==> config.mk <==
export PLATFORM = sky130hd
export DESIGN_NAME = cse_top
export DESIGN_NICKNAME = d
export VERILOG_FILES = /design/src/hw/cse_sync.v /design/src/hw/cse_top.v
export VERILOG_INCLUDE_DIRS = /design/src /design/src/hw
export SDC_FILE = /design/constraint.sdc
export NUM_CORES = 1
export LEC_CHECK = 0
export BUFFER_PORTS_ARGS = -buffer_cell sky130_fd_sc_hd__buf_2
export CORE_ASPECT_RATIO = 0.75
export CORE_UTILIZATION = 55
export DETAILED_ROUTE_END_ITERATION = 10
export PLACE_DENSITY = 0.76
export SYNTH_ARGS = -nofsm -noshare
export SYNTH_HDL_FRONTEND = slang
export SYNTH_SLANG_ARGS = --single-unit
==> constraint.sdc <==
create_clock -name clk_i -period 8.72 [get_ports clk_i]
set_input_delay 0 -clock clk_i [delete_from_list [all_inputs] [get_ports clk_i]]
set_output_delay 0 -clock clk_i [all_outputs]
set_load 0.01 [all_outputs]
==> src/hw/cse_defs.vh <==
`ifndef CSE_DEFS_VH
`define CSE_DEFS_VH
`define CSE_ADR_CTRL 4'h0
`define CSE_ADR_STAT 4'h1
`define CSE_ADR_IRQ 4'h2
`define CSE_ADR_MASK 4'h3
`define CSE_ADR_TEMP 4'h4
`define CSE_ADR_CUR 4'h5
`define CSE_CTRL_VARIANT 0
`define CSE_CTRL_TIMER_EN 1
`define CSE_CTRL_RESET 8'h00
`define CSE_EV_STATE 0
`define CSE_EV_FAULT 1
`define CSE_EV_DIE_SHUTDOWN_TEMP 2
`define CSE_EV_HOTCOLD 3
`define CSE_EV_W 4
`define CSE_HYST_C 8'd15
`define CSE_FLOOR_PCT 8'd25
`define CSE_FOLD_STEP 8'd5
`define CSE_FULL_PCT 8'd100
`define CSE_CLK_HZ 50000000
`define CSE_PQ_TIME_MS 1800000
`define CSE_FC_TIME_MS 10800000
`define CSE_MS_CYC (`CSE_CLK_HZ / 1000)
`endif

==> src/hw/cse_sync.v <==
`timescale 1ns/1ps
`default_nettype none
module cse_sync #(
    parameter W = 1
) (
    input wire clk_i, // clock
    input wire ce_i, // clock enable
    input wire [W-1:0] d_i, // async input
    output reg [W-1:0] q_o // synchronised
);
    reg [W-1:0] meta_reg;
    always @(posedge clk_i)
    begin
        if (ce_i)
        begin
            meta_reg <= d_i;
            q_o <= meta_reg;
        end
    end
endmodule
`default_nettype wire

==> src/hw/cse_top.v <==
// Decided for this implementation: register access over Wishbone and the address map.
`timescale 1ns/1ps
`default_nettype none
`include "cse_defs.vh"
module cse_top #(
    parameter PQ_MS = `CSE_PQ_TIME_MS,
    parameter FC_MS = `CSE_FC_TIME_MS,
    parameter MS_CYC = `CSE_MS_CYC
) (
    input wire clk_i, // 50 MHz clock
    input wire rst_i, // synchronous reset, active high
    input wire ce_i, // clock enable
    input wire [3:0] wb_adr_i, // word address
    input wire [31:0] wb_dat_i, // write data
    output reg [31:0] wb_dat_o, // read data
    input wire [3:0] wb_sel_i, // byte lanes
    input wire wb_we_i, // write
    input wire wb_cyc_i, // cycle
    input wire wb_stb_i, // strobe
    output reg wb_ack_o, // ack
    output reg irq_o, // level interrupt
    input wire charge_disable_in_i, // charge disable pin
    input wire vin_above_2v_i, // comparator: input above about 2V
    input wire vin_uvlo_i, // comparator: input below undervoltage threshold
    input wire vin_ovlo_i, // comparator: input above overvoltage threshold
    input wire vin_headroom_i, // comparator: input above battery plus headroom
    input wire therm_cold_i, // thermistor below cold limit
    input wire therm_hot_i, // thermistor above hot limit
    input wire [7:0] die_temp_i, // die temperature, degrees
    input wire bat_low_i, // battery below prequal threshold
    input wire bat_dead_i, // battery in dead region
    input wire done_i, // done current reached
    input wire prog_short_i, // program pin shorted
    output reg status_line_a_oe_o, // pull line a low
    output reg status_line_b_oe_o, // pull line b low
    output reg status_line_c_oe_o, // pull line c low
    output reg gate_drive_regulator_en_o, // regulator enable
    output reg charger_on_o, // switching charger enable
    output reg [7:0] current_pct_o // charge current target percent
);
    localparam S_OFF = 7'b0000001;
    localparam S_DEAD = 7'b0000010;
    localparam S_PQ = 7'b0000100;
    localparam S_FC = 7'b0001000;
    localparam S_DONE = 7'b0010000;
    localparam S_FAULT = 7'b0100000;
    localparam S_SUSP = 7'b1000000;

    wire [10:0] pin_raw = {charge_disable_in_i, vin_above_2v_i, vin_uvlo_i, vin_ovlo_i,
        vin_headroom_i, therm_cold_i, therm_hot_i, bat_low_i, bat_dead_i, done_i,
        prog_short_i};
    wire [10:0] pin_s;
    wire [7:0] temp_s;
    cse_sync #(.W(11)) u_sync_pin (.clk_i(clk_i), .ce_i(ce_i), .d_i(pin_raw), .q_o(pin_s));
    cse_sync #(.W(8)) u_sync_temp (.clk_i(clk_i), .ce_i(ce_i), .d_i(die_temp_i),
        .q_o(temp_s));
    wire dis = pin_s[10];
    wire v2 = pin_s[9];
    wire uv = pin_s[8];
    wire ov = pin_s[7];
    wire hr = pin_s[6];
    wire cold = pin_s[5];
    wire hot = pin_s[4];
    wire blow = pin_s[3];
    wire bdead = pin_s[2];
    wire bdone = pin_s[1];
    wire pshort = pin_s[0];

    reg [7:0] ctrl_reg;
    reg [7:0] shdn_temp_reg;
    reg [7:0] reg_temp_reg;
    reg [`CSE_EV_W-1:0] irq_reg;
    reg [`CSE_EV_W-1:0] mask_reg;
    reg [6:0] state_reg;
    reg [6:0] state_next;
    reg [6:0] prior_reg;
    reg die_shutdown_temp_reg;
    reg dis_prev_reg;
    reg [31:0] ms_cnt_reg;
    reg [31:0] tmr_reg;
    reg [7:0] cur_next;
    reg [2:0] code3;
    reg [1:0] code2;

    wire variant3 = ctrl_reg[`CSE_CTRL_VARIANT];
    wire blocked = dis | uv | ~hr | die_shutdown_temp_reg | ~v2;
    wire charging = (state_reg == S_DEAD) | (state_reg == S_PQ) | (state_reg == S_FC);
    wire limit_hit = ctrl_reg[`CSE_CTRL_TIMER_EN] &&
        (((state_reg == S_FC) && (tmr_reg >= FC_MS)) ||
         ((state_reg != S_FC) && (tmr_reg >= PQ_MS)));

    always @*
    begin
        state_next = state_reg;
        case (state_reg)
            S_OFF:
            begin
                if (!blocked)
                    state_next = bdead ? S_DEAD : (blow ? S_PQ : S_FC);
            end
            S_DEAD, S_PQ, S_FC:
            begin
                if (pshort || limit_hit)
                    state_next = S_FAULT;
                else if (cold || hot || ov)
                    state_next = S_SUSP;
                else if (state_reg == S_DEAD && !bdead)
                    state_next = S_PQ;
                else if (state_reg == S_PQ && !blow)
                    state_next = S_FC;
                else if (state_reg == S_FC && bdone)
                    state_next = S_DONE;
            end
            S_SUSP:
            begin
                if (!cold && !hot && !ov)
                    state_next = prior_reg;
            end
            S_DONE:
            begin
                if (blow)
                    state_next = S_FC;
            end
            S_FAULT:
            begin
                state_next = S_FAULT;
            end
            default:
            begin
                state_next = S_OFF;
            end
        endcase
        if (blocked && state_reg != S_FAULT)
            state_next = S_OFF;
        if (state_reg == S_FAULT && ((dis_prev_reg && !dis) || !v2))
            state_next = S_OFF;
    end

    always @*
    begin
        cur_next = `CSE_FULL_PCT;
        if (temp_s > reg_temp_reg)
        begin
            if ((temp_s - reg_temp_reg) >= 8'd15)
                cur_next = `CSE_FLOOR_PCT;
            else
                cur_next = `CSE_FULL_PCT - `CSE_FOLD_STEP * (temp_s - reg_temp_reg);
            if (cur_next < `CSE_FLOOR_PCT)
                cur_next = `CSE_FLOOR_PCT;
        end
    end

    // line codes decoded from the registered state and pins
    always @*
    begin
        code3 = 3'b111;
        code2 = 2'b11;
        if (state_reg == S_FAULT)
        begin
            code3 = 3'b110;
            code2 = 2'b10;
        end
        else if (blocked)
        begin
            code3 = 3'b111;
            code2 = 2'b11;
        end
        else if (ov)
        begin
            code3 = 3'b001;
            code2 = 2'b10;
        end
        else if (cold)
        begin
            code3 = 3'b000;
            code2 = 2'b10;
        end
        else if (hot)
        begin
            code3 = 3'b011;
            code2 = 2'b10;
        end
        else if (charging)
        begin
            code3 = 3'b010;
            code2 = 2'b01;
        end
        else if (state_reg == S_DONE)
        begin
            code3 = 3'b100;
            code2 = 2'b11;
        end
    end

    wire [`CSE_EV_W-1:0] ev;
    assign ev[`CSE_EV_STATE] = state_next != state_reg;
    assign ev[`CSE_EV_FAULT] = state_next == S_FAULT && state_reg != S_FAULT;
    assign ev[`CSE_EV_DIE_SHUTDOWN_TEMP] = !die_shutdown_temp_reg && temp_s > shdn_temp_reg;
    assign ev[`CSE_EV_HOTCOLD] = state_next == S_SUSP && state_reg != S_SUSP;
    wire bus_req = wb_cyc_i & wb_stb_i & ~wb_ack_o;
    wire bus_wr = bus_req & wb_we_i & wb_sel_i[0];

    always @(posedge clk_i)
    begin
        if (rst_i)
        begin
            state_reg <= S_OFF;
            prior_reg <= S_FC;
            die_shutdown_temp_reg <= 1'b0;
            dis_prev_reg <= 1'b0;
            ms_cnt_reg <= 32'h0;
            tmr_reg <= 32'h0;
            ctrl_reg <= `CSE_CTRL_RESET;
            shdn_temp_reg <= 8'h8c;
            reg_temp_reg <= 8'h73;
            irq_reg <= {`CSE_EV_W{1'b0}};
            mask_reg <= {`CSE_EV_W{1'b0}};
            wb_ack_o <= 1'b0;
            wb_dat_o <= 32'h0;
            irq_o <= 1'b0;
            status_line_a_oe_o <= 1'b0;
            status_line_b_oe_o <= 1'b0;
            status_line_c_oe_o <= 1'b0;
            gate_drive_regulator_en_o <= 1'b0;
            charger_on_o <= 1'b0;
            current_pct_o <= `CSE_FULL_PCT;
        end
        else if (ce_i)
        begin
            state_reg <= state_next;
            dis_prev_reg <= dis;
            if (charging && state_next == S_SUSP)
                prior_reg <= state_reg;
            if (temp_s > shdn_temp_reg)
                die_shutdown_temp_reg <= 1'b1;
            else if ({1'b0, temp_s} + {1'b0, `CSE_HYST_C} <= {1'b0, shdn_temp_reg})
                die_shutdown_temp_reg <= 1'b0;
            // timers hold while suspended, restart on stage change
            if (state_next != state_reg && state_next != S_SUSP && state_reg != S_SUSP)
            begin
                tmr_reg <= 32'h0;
                ms_cnt_reg <= 32'h0;
            end
            else if (charging)
            begin
                if (ms_cnt_reg >= MS_CYC - 1)
                begin
                    ms_cnt_reg <= 32'h0;
                    tmr_reg <= tmr_reg + 32'h1;
                end
                else
                    ms_cnt_reg <= ms_cnt_reg + 32'h1;
            end
            status_line_a_oe_o <= variant3 ? ~code3[2] : ~code2[1];
            status_line_b_oe_o <= variant3 ? ~code3[1] : ~code2[0];
            status_line_c_oe_o <= variant3 ? ~code3[0] : hot;
            gate_drive_regulator_en_o <= ~dis & v2 & hr;
            charger_on_o <= charging & ~blocked & ~cold & ~hot & ~ov;
            current_pct_o <= cur_next;
            irq_reg <= (irq_reg & ~(bus_wr && wb_adr_i == `CSE_ADR_IRQ ?
                wb_dat_i[`CSE_EV_W-1:0] : {`CSE_EV_W{1'b0}})) | ev;
            irq_o <= |(irq_reg & mask_reg);
            wb_ack_o <= bus_req;
            if (bus_wr)
            begin
                case (wb_adr_i)
                    `CSE_ADR_CTRL: ctrl_reg <= wb_dat_i[7:0];
                    `CSE_ADR_MASK: mask_reg <= wb_dat_i[`CSE_EV_W-1:0];
                    `CSE_ADR_TEMP:
                    begin
                        if (wb_sel_i[1])
                            shdn_temp_reg <= wb_dat_i[15:8];
                        reg_temp_reg <= wb_dat_i[7:0];
                    end
                    default: ctrl_reg <= ctrl_reg;
                endcase
            end
            if (bus_req)
            begin
                case (wb_adr_i)
                    `CSE_ADR_CTRL: wb_dat_o <= {24'h0, ctrl_reg};
                    `CSE_ADR_STAT: wb_dat_o <= {16'h0, 7'h0, die_shutdown_temp_reg, 1'b0, state_reg};
                    `CSE_ADR_IRQ: wb_dat_o <= {28'h0, irq_reg};
                    `CSE_ADR_MASK: wb_dat_o <= {28'h0, mask_reg};
                    `CSE_ADR_TEMP: wb_dat_o <= {16'h0, shdn_temp_reg, reg_temp_reg};
                    `CSE_ADR_CUR: wb_dat_o <= {24'h0, current_pct_o};
                    default: wb_dat_o <= 32'h0;
                endcase
            end
        end
    end
endmodule
`default_nettype wire

==> results.toml, run 1 <==
[run_status]
outcome = "completed"

[floorplanning]
core_mm2 = 0.0171
die_y_um = 118
rows = 41
fp.dieW_um = 156
initial_core_util = 0.572
dieArea_mm2 = 0.0184
io_pins = 112

[place]
dpl_cell_area_mm2 = 0.0102
hpwl_um = 16900
pre_cts_ws_ns = 4.40
place_congestion = 0.964
post-place-cells = 1360
port_buffers = 77

[timing]
skew_ns = 0.0193
hold_viol = 0
rsz0062_at_grt = "no"
setup_violations = 0
timing.final.max_slew_violations = 0
setup_ws_ns = 4.34
relSlewSlack = 0.332
finalWorstPathRequiredPeriod_ns = 4.38
tightest_slew_ns = 0.994
max_freq_mhz = 228
fin_crit_sh = 0.503
fin_tns_setup_ns = 0

[synthesis]
synth_area_leader_cell = "dfxtp_1"
synth_area_mm2 = 0.00980
synth_ff_type = "dfxtp_1"
ys_ff_latch = 181
synthCells = 1098
synthDistinctLibCells = 91
avgSynthCellArea_um2 = 8.93
yosys-top-cells-area = "dfxtp_1, edfxtp_1, ha_1, nand2_1, nor2_1"
seq_area_frac_synth = 0.408
synth-edff-count = 38
synth_warnings = 0
synth_top_area_share = 0.292
synthArstFlopShare = 0

[pwr]
ir_drop_mv = 0.114
p_seq_frac = 0.485
swShare = 0.262
pwr_density_cell_mw_per_mm2 = 165
leakage_uw = 0.00443
power_frac_comb = 0.126
power.switching_uw = 485
p_int_uw = 1360
clockPowerShare = 0.390

[grt]
grt_pass1_wl_um = 39600
grt_start_max_net_pins = 72
grt_pass1_vias = 7809
grt_overflow = 0
antenna_found_initial = 0
grtUsageTotal = 0.272

[worst_setup_path]
reg2reg_depth = 20
path_class = "reg2reg"
ff2ff_setup_slack_ns = 4.34
cp_cell_sequence = "inv_1, ha_1, inv_1, fa_1, a21o_1, a21oi_1, xnor2_1, ha_1, inv_1, ha_1, ha_1, inv_1, o21ai_0, a21o_1, a21o_1, xnor2_1, nor3_1, a21boi_0, nand2_1, a22o_1"
slowest_stage = "edfxtp_1"
cp-end-kind = "register"
cp.required_ns = 9.05
startpoint_type = "register"
r2r-end = "current_pct_o[0]"
r2r_start = "u_sync_temp.q_o[0]"
worstPathArrival_ns = 4.71
cpPeakStageDelay_ns = 0.43
worst-path-max-fanout = 4

[layout]
final_common_cell = "dfxtp_1"
antenna_cells = 0
area_delta_synth_final_pct = 14.4
layout_common_cells = "dfxtp_1, nand2_1, nor2_1, buf_2, a21oi_1"
drive_gt1_frac = 0.130
multi_input_area_mm2 = 0.00527
finalNetCount = 1296
regArea_mm2 = 0.00400
design_area_mm2 = 0.0112
fill_cells = 1397
instances_no_fill = 1438

[clock_network]
clk-insertion-delay-late_ns = 0.44
ctsHtreeMaxLevel = 4
cts_max_path_buffers = 2
post_cts_resize_count = 0
clockRootBuffer = "clkbuf_16"
cts-buffers-inserted = 17
clkTransAtPathRegs_ns = 0.07
ctsHoldBuffers = 46
numClockSinks = 181
post-cts-setup-buffers = 0
cts_tree = "done"

[route]
first_iter_violations = 927
via_count = 8705
drc = 0
antenna_left = 0
first_pass_iters = 5
wl_um = 24600
drt-vias-per-instance = 6.05
wl_per_cell_um = 17.1

[hold_path]
min_to = "prior_reg[3]"
hp-class = "in2reg"
min_delay_path_depth = 4
worstHoldStart = "rst_i"

[flow_run]
max_cap_viol_count = 0
==> worst max-delay path by stage <==
stage | startpoint | end | cells after the start
after floorplan | u_sync_temp.q_o[0] | current_pct_o[0] | 20
after global placement | u_sync_temp.q_o[0] | current_pct_o[0] | 20
after detailed placement | u_sync_temp.q_o[0] | current_pct_o[0] | 20
after CTS | u_sync_temp.q_o[0] | current_pct_o[0] | 20
after global routing | u_sync_temp.q_o[0] | current_pct_o[0] | 20
final | u_sync_temp.q_o[0] | current_pct_o[0] | 20
==> power groups by stage <==
stage               combinational, uW  sequential [uW]  clock [uW]
floorplan                         163              909           0
global route                      261              898         766
finish                            233              896         720
CTS                               229              896         735
detailed placement                215              914           0
global placement                  210              914           0
==> logic make-up (layout without fill, tap and decap cells) <==
logic type      count (synthesis)  after routing  synth area share
simple gates                  452            452             0.244
compound gates                246            246             0.174
flops                         181            181             0.408
buf+inv                       124            213            0.0614
fa+ha+maj                      42             42            0.0551
mux                            31             31            0.0382
xor+xnor                       21             21            0.0188
other cells                     1             16          0.000383
==> cell usage after synthesis, types with 34 or more instances <==
library cell	count
a21oi_1	50
and3_1	35
clkbuf_1	34
dfxtp_1	143
edfxtp_1	38
ha_1	40
inv_1	46
nand2_1	99
nand3_1	44
nor2_1	91
nor3_1	41
o21ai_0	41
==> per-stage QoR <==
step	hold WS [ns]	power, uW	utilization
floorplan	0.0989	1070	-
global placement	0.177	1120	0.596
detailed placement	0.178	1130	0.596
CTS	0.0303	1860	0.655
global route	0.0605	1920	0.655
finish	0.0552	1850	0.655
==> layer usage <==
layer	share of wire	GRT usage	vias to the layer above	routed length, um
li1	-	-	4177	-
met1	0.48	0.409	4069	11800
met2	0.42	0.391	415	10200
met3	0.092	0.0534	44	2250
met4	0.012	0.0790	0	292
met5	0	0	-	0
==> final cells by class <==
| cell class | instances | area share |
|---|---|---|
| Multi-Input combinational cell | 808 | 0.470 |
| Sequential cell | 181 | 0.357 |
| Timing Repair Buffer | 133 | 0.0821 |
| Clock buffer | 22 | 0.0424 |
| Tap cell | 236 | 0.0263 |
| Inverter | 48 | 0.0161 |
| Clock inverter | 10 | 0.00636 |
==> critical path, delay by kind of cell (launching register included) <==
kind	cells	cell delay, ns
AND/OR/NAND/NOR	2	0.18
XOR/XNOR	2	0.47
buffers and inverters	4	0.35
flip-flops	1	0.43
AO/OA/AOI/OAI	7	1.43
adder cells (fa/ha/maj)	5	1.43
Note: power is estimated with default switching activity, not from simulation.
==> inputs of run 2 (changes only) <==
==> constraint.sdc (replaced) <==
create_clock -name clk_i -period 4.1 [get_ports clk_i]
set_input_delay 0 -clock clk_i [delete_from_list [all_inputs] [get_ports clk_i]]
set_output_delay 0 -clock clk_i [all_outputs]
set_load 0.01 [all_outputs]
==> results.toml, run 2 (synthesis gave the netlist of run 1 again) <==
[pwr]
p_seq_frac = 0.462
power.switching_uw = 1090
clockPowerShare = 0.400
pwr_density_cell_mw_per_mm2 = 358
ir_drop_mv = 0.302
power_frac_comb = 0.138
power_uw = 4130
swShare = 0.263
leakage_uw = 0.00459
p_int_uw = 3040

[place]
port_buffers = 77
place_congestion = 1.02
hpwl_um = 17700
dpl_cell_area_mm2 = 0.0104

[layout]
area_delta_synth_final_pct = 17.6
final_common_cell = "dfxtp_1"
finalNetCount = 1321
design_area_mm2 = 0.0115
antenna_cells = 0
drive_gt1_frac = 0.159
layout_common_cells = "dfxtp_1, nand2_1, nor2_1, buf_2, a21oi_1"

[worst_setup_path]
cpPeakStageDelay_ns = 0.41
worstPathArrival_ns = 4.34
ff2ff_setup_slack_ns = 0.12
path_buf_inv = 4
slowest_stage = "or4_1"
cp-end-kind = "register"
cp_common_cell = "inv_1"
cp_top_family = "adder cells"
cp_cell_sequence = "inv_1, ha_2, inv_1, fa_2, a21o_1, a21oi_2, xnor2_2, ha_1, inv_1, ha_1, ha_4, inv_1, o21ai_0, a21o_1, a21o_1, xnor2_2, nand2_1, or4_1, a21oi_1"
cp.required_ns = 4.46
startpoint_type = "register"
worst-path-max-fanout = 3
path_class = "reg2reg"

[timing]
relSlewSlack = 0.454
setup_violations = 0
hold_viol = 0
fin_crit_sh = 0.971
max_freq_mhz = 251
finalWorstPathRequiredPeriod_ns = 3.98
tightest_slew_ns = 0.820
timing.final.max_slew_violations = 0
skew_ns = 0.0154

[floorplanning]
fp.dieW_um = 156
dieArea_mm2 = 0.0184
core_mm2 = 0.0171
io_pins = 112
rows = 41
die_y_um = 118
initial_core_util = 0.572

[clock_network]
numClockSinks = 181
cts-buffers-inserted = 17
clk-insertion-delay-late_ns = 0.44
clockRootBuffer = "clkbuf_16"
cts_tree = "done"
cts_max_path_buffers = 2
ctsHtreeMaxLevel = 4
clkTransAtPathRegs_ns = 0.07

[route]
wl_um = 26000
drc = 0
first_pass_iters = 6
wl_per_cell_um = 17.8
drt-vias-per-instance = 6.04
antenna_left = 0
first_iter_violations = 961
via_count = 8830

[grt]
grtUsageTotal = 0.285
grt_pass1_wl_um = 41400
antenna_found_initial = 0
grt_start_max_net_pins = 72
grt_overflow = 0
grt_pass1_vias = 8129

[run_status]
outcome = "completed"

[flow_run]
max_cap_viol_count = 0

[hold_path]
hp-class = "in2reg"
## run 2: cell types whose count changed in the layout (fill, tap and decap cells not counted), moves of 2 or more
cell	before	now
xnor2_1	14	12
clkinv_2	3	1
ha_1	40	37
xnor2_2	0	2
buf_4	10	35
clkbuf_1	3	0
bufinv_16	0	2
a21boi_0	3	1
ha_4	0	2
## run 2: layout make-up
| class | count | area (um2) |
|---|---|---|
| well taps | 236 | 295 |
| fillers | 1388 | 5610 |
| flip-flops and latches | 181 | 4000 |
| repair buffers | 158 | 1120 |
| clock buffers | 19 | 444 |
| inverters | 48 | 180 |
| clock inverters | 13 | 145 |
| multi-input cells | 808 | 5340 |
## run 2: power groups by stage
| stage | combinational (uW) | clock, uW | sequential [uW] |
|---|---|---|---|
| finish | 571 | 1650 | 1910 |
| global route | 622 | 1740 | 1910 |
| CTS | 507 | 1670 | 1910 |
| global placement | 462 | 0 | 1940 |
| detailed placement | 475 | 0 | 1950 |
| floorplan | 346 | 0 | 1930 |
## run 2: what timing repair did
action / CTS / global route
resized for setup: 1 / 13
pin swaps: 0 / 3
cloned: 0 / 0
endpoints found under the hold margin: 54 / 0
buffers inserted: 0 / 4
hold buffers: 45 / 0
endpoints found under the setup margin: 2 / 7
## run 2: stage by stage
stage	hold WS, ns	instances	util	setup slack [ns]	TNS (ns)
2_1_floorplan	0.0989	1113	-	0.207	0
3_3_place_gp	0.176	1382	0.606	0.101	0
3_5_place_dp	0.178	1382	0.606	-0.0339	-0.0339
4_1_cts	0.0784	1459	0.667	0.0181	0
5_1_grt	0.103	1463	0.673	-0.0841	-0.160
6_report	0.103	1463	0.673	0.118	0
## run 2: per-layer routing
metal,vias to the layer above,routed length (um),GRT usage
li1,4230,-,-
met1,4158,12200,0.418
met2,400,11000,0.417
met3,42,2360,0.0604
met4,0,417,0.0864
met5,-,0,0
## run 2: path summary, 6_finish.rpt
kind | startpoint | end | cells after the start
max | u_sync_temp.q_o[0] | current_pct_o[7] | 19
min | ce_i | u_sync_pin.meta_reg[0] | 2
max reg2reg | u_sync_temp.q_o[0] | current_pct_o[7] | 19
min reg2reg | u_sync_temp.meta_reg[2] | u_sync_temp.q_o[2] | 0
==> inputs of run 3 (changes only) <==
--- a/config.mk
+++ b/config.mk
@@ -8,9 +8,9 @@
 export LEC_CHECK = 0
 export BUFFER_PORTS_ARGS = -buffer_cell sky130_fd_sc_hd__buf_2
 export CORE_ASPECT_RATIO = 0.75
-export CORE_UTILIZATION = 55
+export CORE_UTILIZATION = 50
 export DETAILED_ROUTE_END_ITERATION = 10
-export PLACE_DENSITY = 0.76
+export PLACE_DENSITY = 0.7
 export SYNTH_ARGS = -nofsm -noshare
 export SYNTH_HDL_FRONTEND = slang
 export SYNTH_SLANG_ARGS = --single-unit
==> results.toml, run 3 (synthesis gave the netlist of run 1 again) <==
[run_status]
outcome = "completed"

[timing]
hold_viol = 0
tightest_slew_ns = 0.868
relSlewSlack = 0.417
max_freq_mhz = 252
setup_ws_ns = 0.136
timing.final.max_slew_violations = 0
setup_violations = 0
skew_ns = 0.0124
fin_tns_setup_ns = 0
fin_crit_sh = 0.967
finalWorstPathRequiredPeriod_ns = 3.96

[route]
via_count = 8731
drt-vias-per-instance = 5.89
antenna_left = 0
wl_per_cell_um = 17.2
drc = 0
first_pass_iters = 5
wl_um = 25400
first_iter_violations = 896

[worst_setup_path]
cp.required_ns = 4.45
cp-end-kind = "register"
path_class = "reg2reg"
worst-path-max-fanout = 3
worstPathArrival_ns = 4.31
startpoint_type = "register"

[grt]
grt_pass1_vias = 7870
grtUsageTotal = 0.258
antenna_found_initial = 0
grt_start_max_net_pins = 72
grt_overflow = 0
grt_pass1_wl_um = 40600

[layout]
finalNetCount = 1329
antenna_cells = 0
drive_gt1_frac = 0.162
final_common_cell = "dfxtp_1"
area_delta_synth_final_pct = 18.6
design_area_mm2 = 0.0116
layout_common_cells = "dfxtp_1, nand2_1, nor2_1, buf_2, a21oi_1"
fill_cells = 1615

[pwr]
ir_drop_mv = 0.246
leakage_uw = 0.00464
clockPowerShare = 0.397
swShare = 0.260
p_int_uw = 3030
p_seq_frac = 0.466
pwr_density_cell_mw_per_mm2 = 352
power_frac_comb = 0.137
power.switching_uw = 1070

[place]
place_congestion = 0.988
hpwl_um = 18200
port_buffers = 77
dpl_cell_area_mm2 = 0.0105
pre_cts_ws_ns = -0.107

[clock_network]
cts_tree = "done"
clockRootBuffer = "clkbuf_16"
cts-buffers-inserted = 17
cts_max_path_buffers = 2
numClockSinks = 181
ctsHtreeMaxLevel = 4
clk-insertion-delay-late_ns = 0.43
clkTransAtPathRegs_ns = 0.07

[floorplanning]
fp.dieW_um = 164
dieArea_mm2 = 0.0202
core_mm2 = 0.0188
die_y_um = 123
io_pins = 112
rows = 43
initial_core_util = 0.521

[flow_run]
max_cap_viol_count = 0

[hold_path]
hp-class = "in2reg"
## run 3: worst paths after layout
check                          startpoint            endpoint  slack, ns  cells past startpoint
setup / recovery       u_sync_temp.q_o[0]    current_pct_o[7]       0.14                     17
hold / removal                      rst_i     reg_temp_reg[0]       0.07                      4
setup reg to reg       u_sync_temp.q_o[0]    current_pct_o[7]       0.14                     17
hold reg to reg   u_sync_pin.meta_reg[10]  u_sync_pin.q_o[10]       0.42                      0
## run 3: critical path, stage by stage (launching register included)
cell and delay (ns):
edfxtp_1 0.40, inv_2 0.08, ha_2 0.18, inv_1 0.05
fa_2 0.34, a21o_1 0.20, a21oi_2 0.20, xnor2_2 0.12
ha_1 0.22, fa_1 0.52, inv_1 0.05, ha_1 0.33
a21o_1 0.17, a21o_1 0.20, xnor2_2 0.20, nand2_1 0.06
or4_1 0.42, a21oi_1 0.13
## run 3: timing repair
action	4_1_cts	5_1_grt
hold buffers	46	0
setup buffers	0	3
pin swaps	1	4
endpoints found under the setup margin	4	32
hold endpoints to repair	55	0
gates resized for setup	3	14
## run 3: power groups by stage
stage	registers, uW	clock network (uW)	logic, uW
2_1_floorplan	1930	0	346
3_3_place_gp	1950	0	466
3_5_place_dp	1950	0	481
4_1_cts	1910	1660	515
5_1_grt	1910	1730	618
6_report	1910	1630	560
## run 3: stage by stage
step | utilization | hold WS (ns) | std cells | total power [uW]
2_1_floorplan | - | 0.0989 | 1113 | 2280
3_3_place_gp | 0.557 | 0.176 | 1401 | 2410
3_5_place_dp | 0.557 | 0.178 | 1401 | 2430
4_1_cts | 0.613 | 0.0471 | 1479 | 4080
5_1_grt | 0.617 | 0.0603 | 1482 | 4260
6_report | 0.617 | 0.0661 | 1482 | 4090
## run 3: layer usage
metal,global-route usage,vias up,part of all wire
li1,-,4248,-
met1,0.386,4103,0.50
met2,0.378,355,0.41
met3,0.0533,25,0.080
met4,0.0625,0,0.011
met5,0,-,0
## run 3: cell type report
cell class	count	area, um2	share of cell area
clock inverters	10	93.8	0.00807
repair buffers	166	1210	0.104
flip-flops and latches	181	4000	0.344
multi-input cells	808	5340	0.460
inverters	48	180	0.0155
clock buffers	22	487	0.0419
well taps	247	309	0.0266
